==> config.mk <==
export PLATFORM = sky130hd
export DESIGN_NAME = register_bit_access
export DESIGN_NICKNAME = d
export VERILOG_FILES = /design/src/logic/bit_access_pkg.sv /design/src/logic/register_bit_access.sv
export VERILOG_INCLUDE_DIRS = /design/src /design/src/logic
export SDC_FILE = /design/constraint.sdc
export NUM_CORES = 1
export LEC_CHECK = 0
export BUFFER_PORTS_ARGS = -buffer_cell sky130_fd_sc_hd__buf_2
export CAP_MARGIN = 5
export CORE_MARGIN = 1.5
export CORE_UTILIZATION = 36
export CTS_BUF_LIST = sky130_fd_sc_hd__clkbuf_2 sky130_fd_sc_hd__clkbuf_4 sky130_fd_sc_hd__clkbuf_8
export CTS_CLUSTER_SIZE = 8
export DETAILED_ROUTE_END_ITERATION = 16
export PLACE_DENSITY_LB_ADDON = 0.05
export SETUP_SLACK_MARGIN = 0.5
export SLEW_MARGIN = 0
export SYNTH_ARGS = -nofsm -noshare
export SYNTH_HDL_FRONTEND = slang
export SYNTH_SLANG_ARGS = --single-unit
export TNS_END_PERCENT = 50
==> constraint.sdc <==
create_clock -name clk_sys -period 0.8 [get_ports clk_sys]
set_input_delay 0.16 -clock clk_sys [delete_from_list [all_inputs] [get_ports clk_sys]]
set_output_delay 0.16 -clock clk_sys [all_outputs]
set_load 0.02 [all_outputs]
==> src/logic/bit_access_consts.svh <==
`ifndef BIT_ACCESS_CONSTS_SVH
`define BIT_ACCESS_CONSTS_SVH
// Behaviour
// read/write bit reads its stored value and takes every written value
// read-only bit reads hardware value; software writes change nothing
// write-only bit takes writes; its read value is meaningless
// write-once bit takes only first write after reset; always readable
// only reset restores write-once bit and re-arms its single write
// clear-on-write-one bit clears on written one; zero leaves it
// clear-on-write-zero bit clears on written zero; one leaves it
// set-only bit becomes one on written one; zero has no effect
// clear-on-read bit returns value on read then clears; zero writes ignored
// software writes reserved bits with reset value only
// hardware set beats same-cycle software clear of a flag
`define BA_WIDTH_DEFAULT 8
`define BA_RESET_DEFAULT 8'h00
`define BA_WO_READ 1'b0
`define BA_MODE_W 4
`define BA_MODE_RW 4'h0
`define BA_MODE_RO 4'h1
`define BA_MODE_WO 4'h2
`define BA_MODE_RWO 4'h3
`define BA_MODE_W1C 4'h4
`define BA_MODE_W0C 4'h5
`define BA_MODE_SET 4'h6
`define BA_MODE_ROC 4'h7
`define BA_MODE_RES 4'h8
`endif

==> src/logic/bit_access_pkg.sv <==
package bit_access_pkg;
    typedef enum logic [3:0] {
        acc_rw = 4'h0,
        acc_ro = 4'h1,
        acc_wo = 4'h2,
        acc_rwo = 4'h3,
        acc_w1c = 4'h4,
        acc_w0c = 4'h5,
        acc_set = 4'h6,
        acc_roc = 4'h7,
        acc_res = 4'h8
    } access_t;
    typedef struct packed {
        logic wr;
        logic rd;
    } sw_strobe_t;
endpackage : bit_access_pkg

==> src/logic/register_bit_access.sv <==
`timescale 1ns/1ps
`include "bit_access_consts.svh"
module register_bit_access
    import bit_access_pkg::*;
#(
    parameter int WIDTH = `BA_WIDTH_DEFAULT,
    parameter logic [WIDTH-1:0] RESET_VALUE = `BA_RESET_DEFAULT,
    parameter logic [4*WIDTH-1:0] MODES = '0
) (
    input wire logic clk_sys,
    input wire logic srst,
    input wire sw_strobe_t sw,
    input wire logic [WIDTH-1:0] wdata,
    input wire logic [WIDTH-1:0] hw_value,
    input wire logic [WIDTH-1:0] hw_set,
    output logic [WIDTH-1:0] rdata,
    output logic [WIDTH-1:0] value
);
    // ----------------------------------------------------------------
    // per-bit storage
    // ----------------------------------------------------------------
    logic [WIDTH-1:0] armed;
    logic [WIDTH-1:0] next_value;
    logic [WIDTH-1:0] next_armed;
    logic [WIDTH-1:0] next_rdata;

    function automatic access_t mode_of(input int i);
        mode_of = access_t'(MODES[`BA_MODE_W*i +: `BA_MODE_W]);
    endfunction : mode_of

    // ----------------------------------------------------------------
    // next state: writes, reads and hardware events, bit by bit
    // ----------------------------------------------------------------
    always_comb begin
        next_value = value;
        next_armed = armed;
        next_rdata = rdata;
        if (sw.rd) begin
            next_rdata = value;
        end
        for (int i = 0; i < WIDTH; i++) begin
            case (mode_of(i))
                acc_rw: begin
                    if (sw.wr) next_value[i] = wdata[i];
                end
                acc_ro: begin
                    next_value[i] = hw_value[i];
                end
                acc_wo: begin
                    if (sw.wr) next_value[i] = wdata[i];
                    if (sw.rd) next_rdata[i] = `BA_WO_READ;
                end
                acc_rwo: begin
                    if (sw.wr && armed[i]) begin
                        next_value[i] = wdata[i];
                        next_armed[i] = 1'b0;
                    end
                end
                acc_w1c: begin
                    if (sw.wr && wdata[i]) next_value[i] = 1'b0;
                    if (hw_set[i]) next_value[i] = 1'b1;
                end
                acc_w0c: begin
                    if (sw.wr && !wdata[i]) next_value[i] = 1'b0;
                    if (hw_set[i]) next_value[i] = 1'b1;
                end
                acc_set: begin
                    if (sw.wr && wdata[i]) next_value[i] = 1'b1;
                end
                acc_roc: begin
                    if (sw.rd) next_value[i] = 1'b0;
                    if (hw_set[i]) next_value[i] = 1'b1;
                end
                acc_res: begin
                    // software is expected to write the reset value back
                    next_value[i] = RESET_VALUE[i];
                end
                default: begin
                    next_value[i] = value[i];
                end
            endcase
        end
    end

    // ----------------------------------------------------------------
    // registers
    // ----------------------------------------------------------------
    always_ff @(posedge clk_sys) begin
        if (srst) begin
            value <= RESET_VALUE;
            armed <= '1;
            rdata <= '0;
        end else begin
            value <= next_value;
            armed <= next_armed;
            rdata <= next_rdata;
        end
    end

    // ----------------------------------------------------------------
    // checks
    // ----------------------------------------------------------------
    for (genvar g = 0; g < WIDTH; g++) begin : g_chk
        if (MODES[`BA_MODE_W*g +: `BA_MODE_W] == `BA_MODE_RW) begin : g_rw

        end
        if (MODES[`BA_MODE_W*g +: `BA_MODE_W] == `BA_MODE_RO) begin : g_ro

        end
        if (MODES[`BA_MODE_W*g +: `BA_MODE_W] == `BA_MODE_WO) begin : g_wo

        end
        if (MODES[`BA_MODE_W*g +: `BA_MODE_W] == `BA_MODE_RWO) begin : g_rwo

        end
        if (MODES[`BA_MODE_W*g +: `BA_MODE_W] == `BA_MODE_W1C) begin : g_w1c

        end
        if (MODES[`BA_MODE_W*g +: `BA_MODE_W] == `BA_MODE_W0C) begin : g_w0c

        end
        if (MODES[`BA_MODE_W*g +: `BA_MODE_W] == `BA_MODE_SET) begin : g_set

        end
        if (MODES[`BA_MODE_W*g +: `BA_MODE_W] == `BA_MODE_ROC) begin : g_roc

        end
        if (MODES[`BA_MODE_W*g +: `BA_MODE_W] == `BA_MODE_RES) begin : g_res

        end
    end
endmodule : register_bit_access

* Yosys cells after proc, flatten, opt, wreduce, memory -nomap -nowiden
Index checks and enable logic that the tools add are counted.
W data, S select, Z words.
** Storage, ports and cells
- Register bits :: 16
- Bits of input ports :: 28
- Output and inout bits :: 16
- Logic and storage cells :: 2

* Longest topological paths before layout
Gate-level depths: netlist (run 1).
- Depth after elaboration :: 0
- Mapped depth :: 3
- Gate-level depth less buffers :: 2

* Least setup slack after synthesis (run 1)
OpenSTA, ideal clock, no wires.
- Kind :: register to register
- Start point :: reg value[0]
- End point :: reg rdata[0]
- Cell stages (with the launch flop) :: 3
- Slack :: 0.127 ns
- Path buffers :: 0
- Required time :: 0.736 ns
- Library setup time :: 0.064 ns
- Data arrival time :: 0.609 ns
- Clock period less this slack :: 0.673 ns
- Cells stage by stage :: dfxtp_1 -> mux2i_1 -> nor2_1
** RTL lines
- start, declared :: line register_bit_access.sv:17 : output logic [WIDTH-1:0] value
- start signal, assigned :: line register_bit_access.sv:94 : value <= next_value;
- end signal, assigned :: line register_bit_access.sv:96 : rdata <= next_rdata;
- end, declared :: line register_bit_access.sv:16 : output logic [WIDTH-1:0] rdata,

* Final worst setup path (run 1)
- Start point :: reg rdata[5]
- End point :: out rdata[5]
No word-level cell between the ends.

==> run_results.csv, run 1 <==
group,metric,value,unit
global_route,gr-total-overflow,0,
synthesis,syn_avg_cell_area,11.1,µm²
route,first_pass_iters,3,
finish,nNetsFinal,116,
setup_path,path_class,"reg -> out",
route,post-route-drc-count,0,
setup_path,worstSetupStartpointType,"flop",
die,die_w,43.1,µm
synthesis,syn_inst,52,
hold_path,hold_class,"in -> reg",
synthesis,syn_area,579,µm²
setup_path,cp_max_fo,2,
timing,rsz0062_at_grt,"yes",
route,routed-via-count,480,
setup_path,path_cells,"buf_6",
route,post_drt_via_cell_ratio,4.66,
route,drt_iter0_markers,3,
synthesis,syn_nets,80,
synthesis,ys_ff_latch,16,
hold_path,min_to,"value[7]$_SDFFE_PP0P_",
placed_design,dp.cells,91,
setup_path,r2r_slack,0.04,ns
die,start_util,38.5,%
finish,n_antenna_cell,0,
pwr,vdd_drop_max,0.000931,V
placed_design,port_buffers,27,
timing,worst_pin_slew,0.288,ns
setup_path,reg2reg_from,"value[6]$_SDFFE_PP0P_",
finish,final_area,920,µm²
cts,tritoncts,"built",
hold_path,worstHoldStart,"wdata[7]",
cts,numCtsBuffers,3,
die,dieArea,0.00186,mm²
cts,path_clk_slew,0.09,ns
cts,clkLatencyLatePin,0.28,ns
global_route,grt_pass1_wl,1990,µm
global_route,grt_max_degree,17,
global_route,antenna_found_initial,0,
timing,fmax,1100,MHz
setup_path,crit_buf_inv,1,
hold_path,whs_path_depth,3,
global_route,grt_pass1_vias,458,
timing,slew_viol_final,0,
timing,setup_ws,-0.106,ns
synthesis,synth_top_cell_by_area,"dfxtp_1",
die,ios,44,
status,status,"finished with violations",
die,coreArea,0.00151,mm²
setup_path,max_stage_delay,0.35,ns
synthesis,yosysSeqAreaShare,55.3,%
setup_path,r2r_end,"rdata[6]$_SDFFE_PP0P_",
setup_path,crit_family,"flip-flops",
status,violations,"setup timing",
cts,cts.sinks,16,
synthesis,synth_top_area_share,55.3,%
die,die_h,43.1,µm
timing,skew,0.00302,ns
timing,setup_violations,16,
synthesis,yosys_warnings,0,
job,cap_violations,0,
pwr,powerDensity,1820,mW/mm²
cts,holdBufCountCts,0,
finish,drive_above_1_share,64.4,%
placed_design,gp_congestion,0.650,
cts,cts-root-buf,"clkbuf_4",
synthesis,synth.distinct_cells,5,
timing,hold_viol,0,
cts,clock_path_buffers,2,
setup_path,slowest_stage,"dfxtp_2",
setup_path,r2r_cells,3,
finish,instances_no_fill,103,
pwr,leakage,0.460,nW
timing,period_needed,0.906,ns
timing,maxSlewHeadroom,80.8,%
cts,htreeDepth,1,
route,finalWirelength,1210,µm
timing,fin_crit_sh,113,%
global_route,track_usage,14.8,%
finish,area_growth,58.7,%
setup_path,arrival,0.75,ns
synthesis,synth.area.top_cells,"dfxtp_1, mux2i_1, nor2_1",
setup_path,required,0.64,ns
placed_design,dp_worst_setup_slack,-0.0234,ns
route,wl_per_cell,11.7,µm
die,rows,14,
placed_design,place_area,716,µm²
route,ant_nets,0,
setup_path,cp-end-kind,"primary output",
==> layout by cell type, fill, tap and decap left out <==
cell      count
buf_6        17
buf_4         7
mux2i_1      15
mux2i_2       1
buf_2        11
clkbuf_4      3
dfxtp_2      16
clkbuf_8      1
nor2_1       16
==> metal layers <==
metal	GRT usage, %	wire length (µm)	vias up
li1	-	-	240
met1	16.8	496	220
met2	25.4	634	18
met3	2.55	62	2
met4	9.09	12	0
met5	0	0	-
==> kinds of logic (layout without fill, tap and decap cells) <==
| family | Yosys count | count (layout) | synth area share (%) |
|---|---|---|---|
| buf+inv | 4 | 39 | 6.69 |
| mux | 16 | 16 | 27.6 |
| simple gates | 16 | 16 | 10.4 |
| flops | 16 | 16 | 55.3 |
==> through the flow <==
step	power (mW)	hold WS, ns	utilization, %	setup TNS [ns]
5_1_grt	1.76	0.111	61.0	-2.14
3_3_place_gp	1.08	0.399	47.5	-0.0568
4_1_cts	1.68	0.106	60.0	-1.67
3_5_place_dp	1.09	0.399	47.5	-0.0916
6_report	1.67	0.114	61.0	-1.51
2_1_floorplan	1.03	0.307	-	0
==> what timing repair did <==
action                                  CTS  global route
resized for setup                        32             2
buffers inserted                          7             1
pin swaps                                14            11
endpoints found under the setup margin   32            32
==> synth_stat cells <==
library cell,instances
dfxtp_1,16
mux2i_1,16
nor2_1,16
buf_6,3
clkbuf_2,1
==> registers in the layout, indices dropped and copies added (netlist names) <==
register and flops:
rdata 8, value 8
==> power breakdown <==
| group | total, mW | switching, mW | internal [mW] |
|---|---|---|---|
| Combinational | 0.289 | 0.131 | 0.158 |
| Sequential | 0.868 | 0.0270 | 0.841 |
| Clock | 0.517 | 0.240 | 0.277 |
==> cell type report <==
type	count	area, µm²
Clock buffer	4	36.3
Fill cell	133	587
Multi-Input combinational cell	32	224
Sequential cell	16	340
Tap cell	16	20.0
Timing Repair Buffer	35	299
==> how the worst max path moves through the flow <==
stage / endpoint / from / cells past startpoint / slack, ns
2_1_floorplan: rdata[5]$_SDFFE_PP0P_ / value[5]$_SDFFE_PP0P_ / 2 / 0.18
3_3_place_gp: value[3]$_SDFFE_PP0P_ / sw[1] / 3 / -0.02
3_5_place_dp: rdata[6]$_SDFFE_PP0P_ / sw[0] / 3 / -0.02
4_1_cts: value[1] / value[1]$_SDFFE_PP0P_ / 1 / -0.13
5_1_grt: rdata[5] / rdata[5]$_SDFFE_PP0P_ / 1 / -0.15
6_report: rdata[5] / rdata[5]$_SDFFE_PP0P_ / 1 / -0.11
No activity file was read; power rests on OpenSTA's default activity.
==> run 2: changes to the inputs <==
MAX_ROUTING_LAYER = met4   (was unset)
==> run_results.csv, run 2 (same netlist as run 1, synthesis figures left out) <==
group,metric,value,unit
status,status,"finished with violations",
status,violations,"setup timing",
timing,setup_violations,16,
cts,cts.sinks,16,
global_route,grt_pass1_wl,1980,µm
timing,fin_crit_sh,113,%
finish,area_growth,58.7,%
setup_path,slowest_stage,"dfxtp_2",
route,first_pass_iters,3,
cts,cts-root-buf,"clkbuf_4",
placed_design,dp.cells,91,
cts,clock_path_buffers,2,
timing,slew_viol_final,0,
die,start_util,38.5,%
pwr,powerDensity,1820,mW/mm²
finish,top_regs,"rdata: 8 flops, value: 8 flops",
cts,tritoncts,"built",
route,finalWirelength,1200,µm
route,post-route-drc-count,0,
timing,fmax,1110,MHz
route,post_drt_via_cell_ratio,4.63,
pwr,vdd_drop_max,0.000922,V
pwr,p_clk_share,30.7,%
cts,clkLatencyLatePin,0.27,ns
pwr,pwr-share-seq,52.0,%
setup_path,crit_buf_inv,1,
die,coreArea,0.00151,mm²
setup_path,worstSetupStartpointType,"flop",
timing,worst_pin_slew,0.287,ns
hold_path,hold_class,"in -> reg",
pwr,leakage,0.460,nW
pwr,swShare,23.6,%
placed_design,gp_congestion,0.656,
setup_path,crit_start,"rdata[5]$_SDFFE_PP0P_",
finish,instances_no_fill,103,
job,cap_violations,0,
cts,numCtsBuffers,3,
setup_path,cp_max_fo,2,
route,ant_nets,0,
timing,setup_ws,-0.105,ns
setup_path,crit_family,"flip-flops",
finish,nFillCells,133,
finish,finish.utilization,61.0,%
finish,ff_latch_area,340,µm²
placed_design,port_buffers,27,
route,routed-via-count,477,
finish,multiInputGateArea,224,µm²
finish,final_cell_mix,"buf_6, nor2_1, dfxtp_2",
timing,skew,0.00111,ns
global_route,antenna_found_initial,0,
die,die_h,43.1,µm
global_route,grt.met1_usage,16.3,%
pwr,p_comb_share,17.3,%
setup_path,required,0.64,ns
die,rows,14,
timing,hold_ws,0.116,ns
setup_path,path_class,"reg -> out",
global_route,grt_max_degree,17,
global_route,use_met2,25.7,%
timing,setup_tns,-1.49,ns
setup_path,cp-end-kind,"primary output",
global_route,grt-busiest-layer,"met2",
setup_path,reg2reg_from,"value[6]$_SDFFE_PP0P_",
global_route,track_usage,15.2,%
route,wl_per_cell,11.6,µm
global_route,gr-total-overflow,0,
cts,htreeDepth,1,
finish,nNetsFinal,116,
hold_path,worstHoldStart,"wdata[7]",
pwr,p_int,1.28,mW
cts,path_clk_slew,0.09,ns
finish,final_common_cell,"buf_6",
finish,drive_above_1_share,64.4,%
timing,maxSlewHeadroom,80.9,%
finish,n_antenna_cell,0,
global_route,use_met3,2.55,%
die,ios,44,
pwr,p_sw,0.394,mW
setup_path,arrival,0.74,ns
timing,period_needed,0.905,ns
timing,rsz0062_at_grt,"yes",
timing,hold_viol,0,
setup_path,path_cells,"buf_6",
global_route,grt_pass1_vias,461,
route,drt_iter0_markers,4,
die,dieArea,0.00186,mm²
setup_path,max_stage_delay,0.35,ns
die,die_w,43.1,µm
pwr,power,1.67,mW
==> run 2: cell counts in the layout (fill, tap and decap cells not counted) <==
No cell type changed its count.
==> run 2: area by class of cell <==
| type | count | area share, % |
|---|---|---|
| Clock buffer | 4 | 3.95 |
| Sequential cell | 16 | 37.0 |
| Tap cell | 16 | 2.18 |
| Multi-Input combinational cell | 32 | 24.4 |
| Timing Repair Buffer | 35 | 32.5 |
==> run 2: power by group through the flow <==
stage / Clock [mW] / Combinational (mW) / Sequential (mW)
floorplan: 0 / 0.0977 / 0.929
global placement: 0 / 0.203 / 0.881
detailed placement: 0 / 0.204 / 0.882
CTS: 0.536 / 0.281 / 0.868
global route: 0.572 / 0.312 / 0.873
finish: 0.513 / 0.289 / 0.868
==> run 2: final timing paths <==
check | to | depth (start not counted) | slack, ns
worst min register to register | rdata[4]$_SDFFE_PP0P_ | 2 | 0.50
worst max register to register | rdata[6]$_SDFFE_PP0P_ | 3 | 0.04
worst max-delay path | rdata[5] | 1 | -0.10
worst min-delay path | value[7]$_SDFFE_PP0P_ | 3 | 0.12
==> run 2: layer usage <==
metal / part of all wire (%) / vias to the layer above
met5: 0 / -
met4: 1.0 / 0
met3: 5.2 / 2
met2: 53 / 18
met1: 41 / 217
li1: - / 240
==> run 2: per-stage QoR <==
stage	setup WS [ns]	instance area, µm²
final	-0.105	920
after global routing	-0.146	920
after CTS	-0.129	905
after detailed placement	-0.0234	716
after global placement	-0.0195	716
after floorplan	0.175	599
==> run 2: what timing repair did <==
item	CTS	global route
setup endpoints to repair	32	32
hold buffers	0	0
gates resized for setup	32	2
pin swaps	14	11
buffers inserted	7	1
